### src/lrc_pkg.sv
package lrc_pkg;

  // register byte addresses, one aligned 32-bit word each, except the label, which spans four words
  localparam logic [15:0] OFS_CONN_RESET = 16'h4000;
  localparam logic [15:0] OFS_PKT_LIMIT = 16'h400c;
  localparam logic [15:0] OFS_LINK_CFG = 16'h4014;
  localparam logic [15:0] OFS_LINK_DEF = 16'h4018;
  localparam logic [15:0] OFS_FAST_CAP = 16'h403c;
  localparam logic [15:0] OFS_STATUS = 16'h6000;
  localparam logic [15:0] OFS_IDLE_THR = 16'h6004;
  localparam logic [15:0] OFS_LABEL = 16'h6010;
  localparam int LABEL_WORDS = 4;

  // link_config layout: connection count in the upper half, rate code below
  localparam int CFG_RATE_LSB = 0;
  localparam int CFG_COUNT_LSB = 16;

  // status word fields
  localparam int STAT_BUSY_BIT = 0;
  localparam int STAT_FAST_BIT = 1;
  localparam int STAT_FAST_DET_BIT = 2;
  localparam int STAT_DET_LSB = 16;
  localparam int MAX_CONN = 8;

  // fast_uplink_capability field
  localparam int CAP_PRESENT_BIT = 0;

  // reset values
  localparam logic [31:0] RST_LINK_DEF = 32'h0001_0001;
  localparam logic [31:0] RST_PKT_LIMIT = 32'h0000_0080;
  localparam logic [7:0] RST_IDLE_THR = 8'h08;

  // timing
  localparam longint unsigned CLK_HZ = 64'd10_000_000;
  localparam longint unsigned SETTLE_MS = 64'd200;
  localparam longint unsigned SETTLE_CYC = (SETTLE_MS * CLK_HZ + 64'd999) / 64'd1000;
  localparam int unsigned IDLE_CHECK_CYC = 32'd1000;

  typedef struct packed {
    logic [15:0] paddr;
    logic psel;
    logic penable;
    logic pwrite;
    logic [31:0] pwdata;
    logic [3:0] pstrb;
  } lrc_apb_req_t;

  typedef struct packed {
    logic [31:0] prdata;
    logic pready;
    logic pslverr;
  } lrc_apb_rsp_t;

  typedef struct packed {
    logic [15:0] conn_count;
    logic [15:0] rate;
  } lrc_link_cfg_t;

  typedef enum logic [2:0] {
    ST_IDLE = 3'b001,
    ST_APPLY = 3'b010,
    ST_SETTLE = 3'b100
  } lrc_fsm_t;

  // byte-lane merge of an APB write into a stored word
  function automatic logic [31:0] lrc_merge(input logic [31:0] old, input logic [31:0] wdata,
                                            input logic [3:0] strb);
    logic [31:0] r;
    r = old;
    for (int i = 0; i < 4; i++) begin
      if (strb[i]) begin
        r[8*i +: 8] = wdata[8*i +: 8];
      end
    end
    return r;
  endfunction

endpackage

### src/lrc_idle_watch.sv
`timescale 1ns/100ps
module lrc_idle_watch #(
  parameter int LANES = 5,
  parameter int unsigned CHECK_CYC = lrc_pkg::IDLE_CHECK_CYC
) (
  input wire logic clk,
  input wire logic nrst,
  input wire logic [LANES-1:0] idle_seen,
  input wire logic [7:0] threshold,
  output logic [LANES-1:0] rx_reset,
  output logic [LANES-1:0] lock_lost
);

  if (LANES < 1 || CHECK_CYC < 1 || CHECK_CYC > 65536) begin : g_chk
    $error("lrc_idle_watch: unsupported LANES or CHECK_CYC");
  end

  typedef struct packed {
    logic [15:0] tick;
    logic [LANES-1:0] seen;
    logic [LANES-1:0][7:0] miss;
    logic [LANES-1:0] tripped;
    logic [LANES-1:0] rx_reset;
    logic [LANES-1:0] lock_lost;
  } lrc_watch_t;

  lrc_watch_t st;
  lrc_watch_t next_st;
  logic window_end;

  assign window_end = (st.tick == 16'(CHECK_CYC - 1));

  always_comb begin
    next_st = st;
    next_st.rx_reset = '0;
    next_st.lock_lost = '0;
    next_st.seen = st.seen | idle_seen;
    next_st.tick = window_end ? 16'h0000 : 16'(st.tick + 16'h0001);
    if (window_end) begin
      next_st.seen = '0;
      for (int i = 0; i < LANES; i++) begin
        if (st.seen[i] || idle_seen[i]) begin
          next_st.miss[i] = 8'h00;
          next_st.tripped[i] = 1'b0;
        end else if (8'(st.miss[i] + 8'h01) >= threshold) begin
          next_st.miss[i] = 8'h00;
          next_st.rx_reset[i] = 1'b1;
          // a second trip with no idle in between means the reset did not help
          next_st.lock_lost[i] = st.tripped[i];
          next_st.tripped[i] = 1'b1;
        end else begin
          next_st.miss[i] = 8'(st.miss[i] + 8'h01);
        end
      end
    end
  end

  always_ff @(posedge clk) begin
    if (!nrst) begin
      st <= '0;
    end else begin
      st <= next_st;
    end
  end

  assign rx_reset = st.rx_reset;
  assign lock_lost = st.lock_lost;

  missed_window_a: assert property (@(posedge clk) disable iff (!nrst)
    (window_end && !st.seen[LANES-1] && !idle_seen[LANES-1] && 8'(st.miss[LANES-1] + 8'h01) >= threshold)
    |=> rx_reset[LANES-1])
    else $error("idle loss did not reset the receiver");

  lost_needs_trip_a: assert property (@(posedge clk) disable iff (!nrst)
    lock_lost[LANES-1] |-> rx_reset[LANES-1] && $past(st.tripped[LANES-1]))
    else $error("lock loss raised without an earlier receiver reset");

endmodule

### src/lrc_link_ctrl.sv
`timescale 1ns/100ps
// Operation
// - all connections and the fast uplink share one rate setting
// - device answers the link_config write first, then switches every connection
// - device falls back to slow uplink if fast uplink undetected 200 ms after change
// - receivers watch idle words and reset after threshold consecutive misses
// - device returns uplink traffic to slow uplink when fast uplink lock is lost
// - string registers hold NUL-ended ASCII, no NUL when full width
// - accesses up to 104 bytes travel as one command message
// - larger accesses accepted as one or several aligned word messages
// - reads of lengths not a multiple of four bytes must work
// - registers sit on aligned words with big-endian byte order
// - bootstrap accesses get a final answer, never a wait answer
// - unused bootstrap register bits read zero
// - writable registers are readable too
// - all registers exist and take defaults after connection reset
module lrc_link_ctrl #(
  parameter int N_CONN = 4,
  parameter int unsigned SETTLE_CYCLES = 32'(lrc_pkg::SETTLE_CYC),
  parameter int unsigned CHECK_CYCLES = lrc_pkg::IDLE_CHECK_CYC,
  parameter logic [31:0] DEFAULT_LINK_CFG = lrc_pkg::RST_LINK_DEF,
  parameter logic [31:0] PKT_LIMIT = lrc_pkg::RST_PKT_LIMIT,
  parameter logic FAST_CAP = 1'b1
) (
  input wire logic CLK,
  input wire logic NRST,
  input wire lrc_pkg::lrc_apb_req_t APB_REQ,
  output lrc_pkg::lrc_apb_rsp_t APB_RSP,
  input wire logic [N_CONN-1:0] CONN_DETECTED,
  input wire logic FAST_DETECTED,
  input wire logic [N_CONN:0] IDLE_SEEN,
  output lrc_pkg::lrc_link_cfg_t LINK_CFG,
  output logic RATE_APPLY,
  output logic UPLINK_FAST,
  output logic [N_CONN:0] RX_RESET
);

  if (N_CONN < 1 || N_CONN > lrc_pkg::MAX_CONN || SETTLE_CYCLES < 1 || CHECK_CYCLES < 1) begin : g_chk
    $error("lrc_link_ctrl: unsupported parameter value");
  end

  typedef struct packed {
    lrc_pkg::lrc_fsm_t fsm;
    logic pready;
    logic pslverr;
    logic [31:0] prdata;
    logic [31:0] link_cfg;
    lrc_pkg::lrc_link_cfg_t applied;
    logic apply;
    logic uplink_fast;
    logic [31:0] cnt;
    logic [7:0] thr;
    logic [lrc_pkg::LABEL_WORDS-1:0][31:0] label;
    logic [N_CONN-1:0] det_meta;
    logic [N_CONN-1:0] det_sync;
    logic fast_meta;
    logic fast_sync;
    logic fast_prev;
  } lrc_state_t;

  localparam lrc_state_t RST_STATE = '{
    fsm: lrc_pkg::ST_IDLE,
    pready: 1'b0,
    pslverr: 1'b0,
    prdata: 32'h0000_0000,
    link_cfg: DEFAULT_LINK_CFG,
    applied: lrc_pkg::lrc_link_cfg_t'(DEFAULT_LINK_CFG),
    apply: 1'b0,
    uplink_fast: 1'b0,
    cnt: 32'h0000_0000,
    thr: lrc_pkg::RST_IDLE_THR,
    label: '0,
    det_meta: '0,
    det_sync: '0,
    fast_meta: 1'b0,
    fast_sync: 1'b0,
    fast_prev: 1'b0
  };

  lrc_state_t st;
  lrc_state_t next_st;
  logic [N_CONN:0] rx_reset;
  logic [N_CONN:0] lock_lost;
  logic setup;
  logic accept_wr;
  logic hit;
  logic [31:0] rd_word;
  logic settle_end;

  assign setup = APB_REQ.psel && !APB_REQ.penable;
  assign accept_wr = APB_REQ.psel && APB_REQ.penable && st.pready && APB_REQ.pwrite;
  assign settle_end = (st.cnt == 32'(SETTLE_CYCLES - 1));

  // index N_CONN is the fast uplink receiver
  lrc_idle_watch #(
    .LANES(N_CONN + 1),
    .CHECK_CYC(CHECK_CYCLES)
  ) u_watch (
    .clk(CLK),
    .nrst(NRST),
    .idle_seen(IDLE_SEEN),
    .threshold(st.thr),
    .rx_reset(rx_reset),
    .lock_lost(lock_lost)
  );

  // read decode; reads have no side effects, so a host may take fewer bytes than a word
  always_comb begin
    rd_word = 32'h0000_0000;
    hit = 1'b1;
    if (APB_REQ.paddr[1:0] != 2'b00) begin
      hit = 1'b0;
    end else if (APB_REQ.paddr[15:4] == lrc_pkg::OFS_LABEL[15:4]) begin
      rd_word = st.label[APB_REQ.paddr[3:2]];
    end else begin
      case (APB_REQ.paddr)
        lrc_pkg::OFS_CONN_RESET: rd_word = 32'h0000_0000;
        lrc_pkg::OFS_PKT_LIMIT: rd_word = PKT_LIMIT;
        lrc_pkg::OFS_LINK_CFG: rd_word = st.link_cfg;
        lrc_pkg::OFS_LINK_DEF: rd_word = DEFAULT_LINK_CFG;
        lrc_pkg::OFS_FAST_CAP: rd_word[lrc_pkg::CAP_PRESENT_BIT] = FAST_CAP;
        lrc_pkg::OFS_STATUS: begin
          rd_word[lrc_pkg::STAT_BUSY_BIT] = (st.fsm != lrc_pkg::ST_IDLE);
          rd_word[lrc_pkg::STAT_FAST_BIT] = st.uplink_fast;
          rd_word[lrc_pkg::STAT_FAST_DET_BIT] = st.fast_sync;
          rd_word[lrc_pkg::STAT_DET_LSB +: N_CONN] = st.det_sync;
        end
        lrc_pkg::OFS_IDLE_THR: rd_word[7:0] = st.thr;
        default: hit = 1'b0;
      endcase
    end
  end

  always_comb begin
    next_st = st;
    next_st.apply = 1'b0;
    next_st.pready = 1'b0;
    next_st.pslverr = 1'b0;
    // read data stands only with pready, zero otherwise
    next_st.prdata = 32'h0000_0000;
    next_st.det_meta = CONN_DETECTED;
    next_st.det_sync = st.det_meta;
    next_st.fast_meta = FAST_DETECTED;
    next_st.fast_sync = st.fast_meta;
    next_st.fast_prev = st.fast_sync;

    // every access ends in the cycle after setup, never stretched
    if (setup) begin
      next_st.pready = 1'b1;
      next_st.pslverr = !hit;
      next_st.prdata = APB_REQ.pwrite ? 32'h0000_0000 : rd_word;
    end

    case (st.fsm)
      lrc_pkg::ST_IDLE: begin
        if (FAST_CAP && st.fast_sync && !st.fast_prev && !st.uplink_fast) begin
          next_st.uplink_fast = 1'b1;
        end
      end
      lrc_pkg::ST_APPLY: begin
        // one setting drives every connection and the fast uplink alike
        next_st.applied = lrc_pkg::lrc_link_cfg_t'(st.link_cfg);
        next_st.apply = 1'b1;
        next_st.cnt = 32'h0000_0000;
        next_st.fsm = st.uplink_fast ? lrc_pkg::ST_SETTLE : lrc_pkg::ST_IDLE;
      end
      lrc_pkg::ST_SETTLE: begin
        next_st.cnt = st.cnt + 32'h0000_0001;
        if (settle_end) begin
          if (!st.fast_sync) begin
            next_st.uplink_fast = 1'b0;
          end
          next_st.fsm = lrc_pkg::ST_IDLE;
        end
      end
      default: next_st.fsm = lrc_pkg::ST_IDLE;
    endcase

    if (lock_lost[N_CONN] && st.uplink_fast) begin
      next_st.uplink_fast = 1'b0;
    end

    // writes land only at the acknowledging edge, so the switch follows the answer
    if (accept_wr && st.pslverr == 1'b0) begin
      if (APB_REQ.paddr[15:4] == lrc_pkg::OFS_LABEL[15:4] && APB_REQ.paddr[1:0] == 2'b00) begin
        next_st.label[APB_REQ.paddr[3:2]] =
          lrc_pkg::lrc_merge(st.label[APB_REQ.paddr[3:2]], APB_REQ.pwdata, APB_REQ.pstrb);
      end else begin
        case (APB_REQ.paddr)
          lrc_pkg::OFS_LINK_CFG: begin
            next_st.link_cfg = lrc_pkg::lrc_merge(st.link_cfg, APB_REQ.pwdata, APB_REQ.pstrb);
            next_st.fsm = lrc_pkg::ST_APPLY;
          end
          lrc_pkg::OFS_IDLE_THR: begin
            next_st.thr = 8'(lrc_pkg::lrc_merge({24'h000000, st.thr}, APB_REQ.pwdata, APB_REQ.pstrb));
          end
          lrc_pkg::OFS_CONN_RESET: begin
            // back to defaults; the rate is re-applied so the phys follow
            next_st = RST_STATE;
            // the setting in force moves only with its apply pulse
            next_st.applied = st.applied;
            next_st.fsm = lrc_pkg::ST_APPLY;
          end
          default: next_st.fsm = next_st.fsm;
        endcase
      end
    end
  end

  always_ff @(posedge CLK) begin
    if (!NRST) begin
      st <= RST_STATE;
    end else begin
      st <= next_st;
    end
  end

  assign APB_RSP = '{prdata: st.prdata, pready: st.pready, pslverr: st.pslverr};
  assign LINK_CFG = st.applied;
  assign RATE_APPLY = st.apply;
  assign UPLINK_FAST = st.uplink_fast;
  assign RX_RESET = rx_reset;

  no_wait_ack_a: assert property (@(posedge CLK) disable iff (!NRST)
    (APB_REQ.psel && !APB_REQ.penable) |=> APB_RSP.pready ##1 !APB_RSP.pready)
    else $error("access was not answered in one cycle");

  cap_unused_zero_a: assert property (@(posedge CLK) disable iff (!NRST)
    (setup && !APB_REQ.pwrite && APB_REQ.paddr == lrc_pkg::OFS_FAST_CAP)
    |=> APB_RSP.prdata == {31'h0000_0000, FAST_CAP})
    else $error("capability word has nonzero unused bits");

  cfg_readback_a: assert property (@(posedge CLK) disable iff (!NRST)
    (setup && !APB_REQ.pwrite && APB_REQ.paddr == lrc_pkg::OFS_LINK_CFG)
    |=> APB_RSP.prdata == $past(st.link_cfg))
    else $error("link_config read back wrong value");

  apply_after_ack_a: assert property (@(posedge CLK) disable iff (!NRST)
    (accept_wr && !st.pslverr && APB_REQ.paddr == lrc_pkg::OFS_LINK_CFG)
    |=> !RATE_APPLY ##1 RATE_APPLY && LINK_CFG == lrc_pkg::lrc_link_cfg_t'($past(st.link_cfg)))
    else $error("rate not applied two cycles after the acknowledged write");

  cfg_only_on_apply_a: assert property (@(posedge CLK) disable iff (!NRST)
    !$stable(LINK_CFG) |-> RATE_APPLY)
    else $error("link setting changed without an apply pulse");

  settle_fallback_a: assert property (@(posedge CLK) disable iff (!NRST)
    (st.fsm == lrc_pkg::ST_SETTLE && settle_end && !st.fast_sync) |=> !UPLINK_FAST)
    else $error("fast uplink kept after failed settle");

  lock_fallback_a: assert property (@(posedge CLK) disable iff (!NRST)
    (lock_lost[N_CONN] && UPLINK_FAST) |=> !UPLINK_FAST)
    else $error("fast uplink kept after lock loss");

  reset_default_a: assert property (@(posedge CLK)
    !NRST |=> LINK_CFG == lrc_pkg::lrc_link_cfg_t'(DEFAULT_LINK_CFG) && !UPLINK_FAST && !APB_RSP.pready)
    else $error("reset did not restore defaults");

  unmapped_err_a: assert property (@(posedge CLK) disable iff (!NRST)
    (setup && APB_REQ.paddr[1:0] != 2'b00) |=> APB_RSP.pslverr && APB_RSP.prdata == 32'h0000_0000)
    else $error("misaligned access not refused");

  apply_pulse_a: assert property (@(posedge CLK) disable iff (!NRST)
    RATE_APPLY |=> !RATE_APPLY)
    else $error("apply pulse longer than one cycle");

  ready_pulse_a: assert property (@(posedge CLK) disable iff (!NRST)
    APB_RSP.pready |=> !APB_RSP.pready)
    else $error("ready held longer than one cycle");

  idle_bus_zero_a: assert property (@(posedge CLK) disable iff (!NRST)
    !APB_RSP.pready |-> APB_RSP.prdata == 32'h0000_0000 && !APB_RSP.pslverr)
    else $error("response bits set outside an answer");

  ready_after_setup_a: assert property (@(posedge CLK) disable iff (!NRST)
    APB_RSP.pready |-> $past(setup))
    else $error("ready without a setup cycle");

  unmapped_refused_a: assert property (@(posedge CLK) disable iff (!NRST)
    (setup && !hit) |=> APB_RSP.pslverr && APB_RSP.prdata == 32'h0000_0000)
    else $error("unmapped access not refused");

  mapped_accepted_a: assert property (@(posedge CLK) disable iff (!NRST)
    (setup && hit) |=> !APB_RSP.pslverr)
    else $error("mapped access refused");

  write_data_zero_a: assert property (@(posedge CLK) disable iff (!NRST)
    (setup && APB_REQ.pwrite) |=> APB_RSP.prdata == 32'h0000_0000)
    else $error("write answered with read data");

  fast_enable_a: assert property (@(posedge CLK) disable iff (!NRST)
    $rose(UPLINK_FAST) |-> FAST_CAP && $past(st.fsm) == lrc_pkg::ST_IDLE && $past(st.fast_sync))
    else $error("fast uplink taken without detection");

  settle_keep_a: assert property (@(posedge CLK) disable iff (!NRST)
    (st.fsm == lrc_pkg::ST_SETTLE && settle_end && st.fast_sync && UPLINK_FAST
     && !lock_lost[N_CONN] && !accept_wr) |=> UPLINK_FAST)
    else $error("fast uplink dropped although detected");

  apply_value_a: assert property (@(posedge CLK) disable iff (!NRST)
    RATE_APPLY |-> LINK_CFG == lrc_pkg::lrc_link_cfg_t'($past(st.link_cfg)))
    else $error("applied setting differs from link_config");

  settle_entry_a: assert property (@(posedge CLK) disable iff (!NRST)
    RATE_APPLY |-> (st.fsm == lrc_pkg::ST_SETTLE) == $past(UPLINK_FAST))
    else $error("settle window not tied to fast uplink use");

  thr_write_a: assert property (@(posedge CLK) disable iff (!NRST)
    (accept_wr && !st.pslverr && APB_REQ.paddr == lrc_pkg::OFS_IDLE_THR && APB_REQ.pstrb[0])
    |=> st.thr == $past(APB_REQ.pwdata[7:0]))
    else $error("idle threshold write lost");

  conn_reset_apply_a: assert property (@(posedge CLK) disable iff (!NRST)
    (accept_wr && !st.pslverr && APB_REQ.paddr == lrc_pkg::OFS_CONN_RESET)
    |=> !UPLINK_FAST ##1 RATE_APPLY && LINK_CFG == lrc_pkg::lrc_link_cfg_t'(DEFAULT_LINK_CFG))
    else $error("connection reset did not re-apply the default");

  conn_reset_regs_a: assert property (@(posedge CLK) disable iff (!NRST)
    (accept_wr && !st.pslverr && APB_REQ.paddr == lrc_pkg::OFS_CONN_RESET)
    |=> st.label == '0 && st.thr == lrc_pkg::RST_IDLE_THR && st.link_cfg == DEFAULT_LINK_CFG)
    else $error("connection reset left registers changed");

  label_write_a: assert property (@(posedge CLK) disable iff (!NRST)
    (accept_wr && !st.pslverr && APB_REQ.paddr[15:4] == lrc_pkg::OFS_LABEL[15:4] && APB_REQ.pstrb == 4'hf)
    |=> st.label[$past(APB_REQ.paddr[3:2])] == $past(APB_REQ.pwdata))
    else $error("label word write lost");

  cfg_write_a: assert property (@(posedge CLK) disable iff (!NRST)
    (accept_wr && !st.pslverr && APB_REQ.paddr == lrc_pkg::OFS_LINK_CFG && APB_REQ.pstrb == 4'hf)
    |=> st.link_cfg == $past(APB_REQ.pwdata))
    else $error("link_config write lost");

  status_unused_a: assert property (@(posedge CLK) disable iff (!NRST)
    (setup && !APB_REQ.pwrite && APB_REQ.paddr == lrc_pkg::OFS_STATUS)
    |=> APB_RSP.prdata[15:3] == 13'h0000 && APB_RSP.prdata[lrc_pkg::STAT_DET_LSB +: N_CONN] == $past(st.det_sync))
    else $error("status word wrong or unused bits set");

  thr_read_a: assert property (@(posedge CLK) disable iff (!NRST)
    (setup && !APB_REQ.pwrite && APB_REQ.paddr == lrc_pkg::OFS_IDLE_THR)
    |=> APB_RSP.prdata == {24'h000000, $past(st.thr)})
    else $error("idle threshold read back wrong value");

endmodule

### config.mk
export PLATFORM = sky130hd
export DESIGN_NAME = lrc_link_ctrl
export DESIGN_NICKNAME = d
export VERILOG_FILES = /design/src/lrc_pkg.sv /design/src/lrc_idle_watch.sv /design/src/lrc_link_ctrl.sv
export SDC_FILE = /design/constraint.sdc
export NUM_CORES = 1
export LEC_CHECK = 0
export ABC_AREA = 1
export BUFFER_PORTS_ARGS = -buffer_cell sky130_fd_sc_hd__buf_2
export CAP_MARGIN = 10
export CORE_MARGIN = 2
export CORE_UTILIZATION = 30
export CTS_BUF_LIST = sky130_fd_sc_hd__clkbuf_8
export DETAILED_ROUTE_END_ITERATION = 8
export GPL_TIMING_DRIVEN = 0
export HOLD_SLACK_MARGIN = 0.06
export SLEW_MARGIN = 25
export SYNTH_ARGS = -nofsm -noshare
export SYNTH_HDL_FRONTEND = slang
export SYNTH_SLANG_ARGS = --single-unit
### constraint.sdc
create_clock -name CLK -period 2.8 [get_ports CLK]
set_input_delay 0.42 -clock CLK [delete_from_list [all_inputs] [get_ports CLK]]
set_output_delay 0.42 -clock CLK [all_outputs]
set_load 0.005 [all_outputs]
==> results.yml <==
status:
  status: "completed"
pwr:
  finalPower_w: 0.0104
  p_leak_nw: 10.3
  power.switching_w: 0.00267
  internal_power_w: 0.00776
  clkPwrFrac_pct: 45.9
  seqPwrFrac_pct: 48.0
  swShare_pct: 25.6
  combPwrFrac_pct: 6.1
  cellPowerDensity_nw_per_um2: 494
  peakVddDrop_mv: 0.345
floorplanning:
  io_pins: 140
  dieWidth_um: 250
  die_h_um: 250
  floorplan.initialDensity_pct: 30.2
  fp.dieArea_sq_um: 62300
  fp.coreArea_sq_um: 60000
  rows: 90
layout:
  fillers: 6563
  final_nets: 3069
  multi_input_area_sq_um: 8520
  layout-drive-gt1-share_pct: 13.3
  area_growth_pct: 16.7
  final_util_pct: 35.2
  seq_area_sq_um: 7010
sta:
  finalClockSkew_ps: 32.5
  fin_ws_ps: 315
  rsz0062_at_grt: "false"
  period_share_pct: 88.8
  finalSetupTns_ps: 0
  slew_viol_final: 0
  setup_violations: 0
  slew_headroom_pct: 44.0
  clock.fmax_ghz: 0.402
  min_period_ps: 2490
  whs_ps: 126
  worstMarginPinSlew_ps: 831
  finalHoldViolCount: 0
setup_path:
  endpoint_kind: "register"
  worstSetupPathType: "reg2reg"
  ff2ff_setup_slack_ps: 310
  crit_path_start: "u_watch.st[47]"
  crit_path_start_kind: "register"
  worstPathMaxFanout: 8
  worstPathRequired_ps: 3400
  r2r_cells: 13
  crit_end: "u_watch.st[50]"
  reg2reg_from: "u_watch.st[47]"
  arrival_ps: 3080
  reg2reg_to: "u_watch.st[50]"
place:
  pre_cts_slack_ps: -99.6
  portBuffers: 136
  hpwlAfterDp_um: 46100
  gp_congestion: 0.954
route:
  vias: 17800
  drc: 0
  ant_nets: 0
  wl_um: 61500
  drtIter0Drc: 1472
  avgViaCountPerCell: 4.70
  firstDrtPassIters: 5
  wl_per_cell_um: 16.2
synth:
  synthTopCellsByArea: "dfxtp_1 39%, nand2_1 14%, nor2_1 10%"
  synth_fp_nets: 2858
  syn_avg_cell_area_sq_um: 6.60
  synthFlopType: "dfxtp_1"
  synth_edf_count: 0
  ys_ff_latch: 350
  synth_top_area_share_pct: 38.7
  ys_warn_count: 0
  yosysTopAreaCell: "dfxtp_1"
  syn_inst: 2744
  netlist-cell-type-count: 45
  async_flop_share_pct: 0
  ys_seq_area_share_pct: 38.7
  synth_area_sq_um: 18100
global_route:
  grt_antenna_before_repair: 12
  grt_max_degree: 16
  grt_pass1_wl_um: 92600
  grt_pass1_vias: 16000
  overflow: 0
  grt_usage_pct: 19.1
clock_network:
  clockBufferDepth: 3
  clock_latency_ps: 670
  postCtsSetupRepairBufs: 0
  root_buffer: "clkbuf_8"
  ctsHtreeMaxLevel: 2
  numCtsBuffers: 60
  clk_pin_slew_ps: 60
  cts_tree: "yes"
  cts_sinks: 350
job:
  maxCapViolations: 0
worst_hold_path:
  min_path_type: "in2reg"
state kept, by name, indices dropped and copies added (netlist names):
register and flops:
st 214, u_watch.st 62, APB_RSP 34, LINK_CFG 32
u_watch.rx_reset 5, RATE_APPLY 1, UPLINK_FAST 1, u_watch.lock_lost 1
worst min-delay path by stage:
stage	endpoint	depth (start not counted)	start	slack (ps)
final	st[142]	3	APB_REQ[7]	130
after global routing	st[142]	3	APB_REQ[7]	120
after CTS	st[142]	3	APB_REQ[7]	70
after detailed placement	st[3]	2	st[7]	400
after global placement	st[1]	2	st[2]	400
after floorplan	st[1]	2	st[2]	390
metal layers:
layer  GRT usage (%)  vias up  share of wire (%)
met5            1.24        -               0.31
met2            29.8      698                 43
met3            3.84      153                8.9
li1                -     8908                  -
met1            26.2     8026                 45
met4            6.82       14                3.3
cells in the mapped netlist, types with 5 or more instances:
master / number
inv_1: 389
or2_2: 5
a211oi_1: 6
buf_1: 6
nand3_1: 105
buf_4: 74
nand2_2: 5
nand2_1: 655
dfxtp_1: 350
nand3b_1: 7
nand4_1: 87
buf_2: 40
nor3_1: 25
ha_1: 47
nand3_2: 6
clkbuf_1: 52
inv_2: 9
a21oi_1: 136
buf_6: 8
o21ai_1: 41
xor2_1: 31
nor2_1: 486
nor2_2: 12
o22ai_1: 11
nor2_4: 8
o21ai_0: 102
a22oi_1: 5
placed cells by master, fill, tap and decap left out, types with 31 or more instances in the layout:
cell and count:
a21oi_1 136, buf_2 176, buf_4 74, clkbuf_1 52, clkbuf_8 76, dfxtp_1 350, ha_1 47, inv_1 408
nand2_1 655, nand3_1 105, nand4_1 87, nor2_1 485, o21ai_0 102, o21ai_1 41, xor2_1 31
area by class of cell:
| type | count | share of cell area [%] |
|---|---|---|
| diodes | 3 | 0.0355 |
| plain buffers | 180 | 5.04 |
| inverters | 401 | 7.14 |
| clock inverters | 29 | 0.835 |
| clock buffers | 76 | 4.95 |
| flip-flops and latches | 350 | 33.2 |
| multi-input cells | 1813 | 40.4 |
| well taps | 782 | 4.63 |
| repair buffers | 149 | 3.84 |
worst max-delay path, stage by stage, from the launching register on:
cell	delay, ps
dfxtp_1	400
inv_1	70
nor2_1	190
nand3_1	150
nand3b_1	200
xnor2_1	200
ha_1	270
nand2_1	90
nor2_1	60
nand4_1	70
nand4_1	210
nor2_2	350
nand2_1	90
nand2_1	70
cells by family (layout without fill, tap and decap cells):
logic type                 Yosys count  count (layout)  synth area share [%]
DFF                                350             350                  38.7
other                                0               3                     0
xor gates and xnor gates            33              33                  1.60
and+or+nand+nor                   1415            1415                  32.9
adders and majority gates           47              47                  3.25
buffers and inverters              581             835                  14.2
AOI/OAI and AO/OA                  318             318                  9.30
through the flow:
stage	area, sq um	instances
after floorplan	18100	2744
after global placement	19800	3662
after detailed placement	19800	3662
after CTS	21100	3780
after global routing	21100	3780
final	21100	3783
power groups by stage:
stage          registers [W]  clock network [W]  logic (W)
2_1_floorplan        0.00511                  0   0.000336
3_3_place_gp         0.00512                  0   0.000608
3_5_place_dp         0.00512                  0   0.000606
4_1_cts              0.00501            0.00487   0.000621
5_1_grt              0.00501            0.00510   0.000680
6_report             0.00501            0.00479   0.000636
what timing repair did:
item,CTS,global route
resized for setup,0,1
setup endpoints to repair,0,8
hold buffers,13,0
hold endpoints to repair,14,0
No activity file was read; power rests on OpenSTA's default activity.
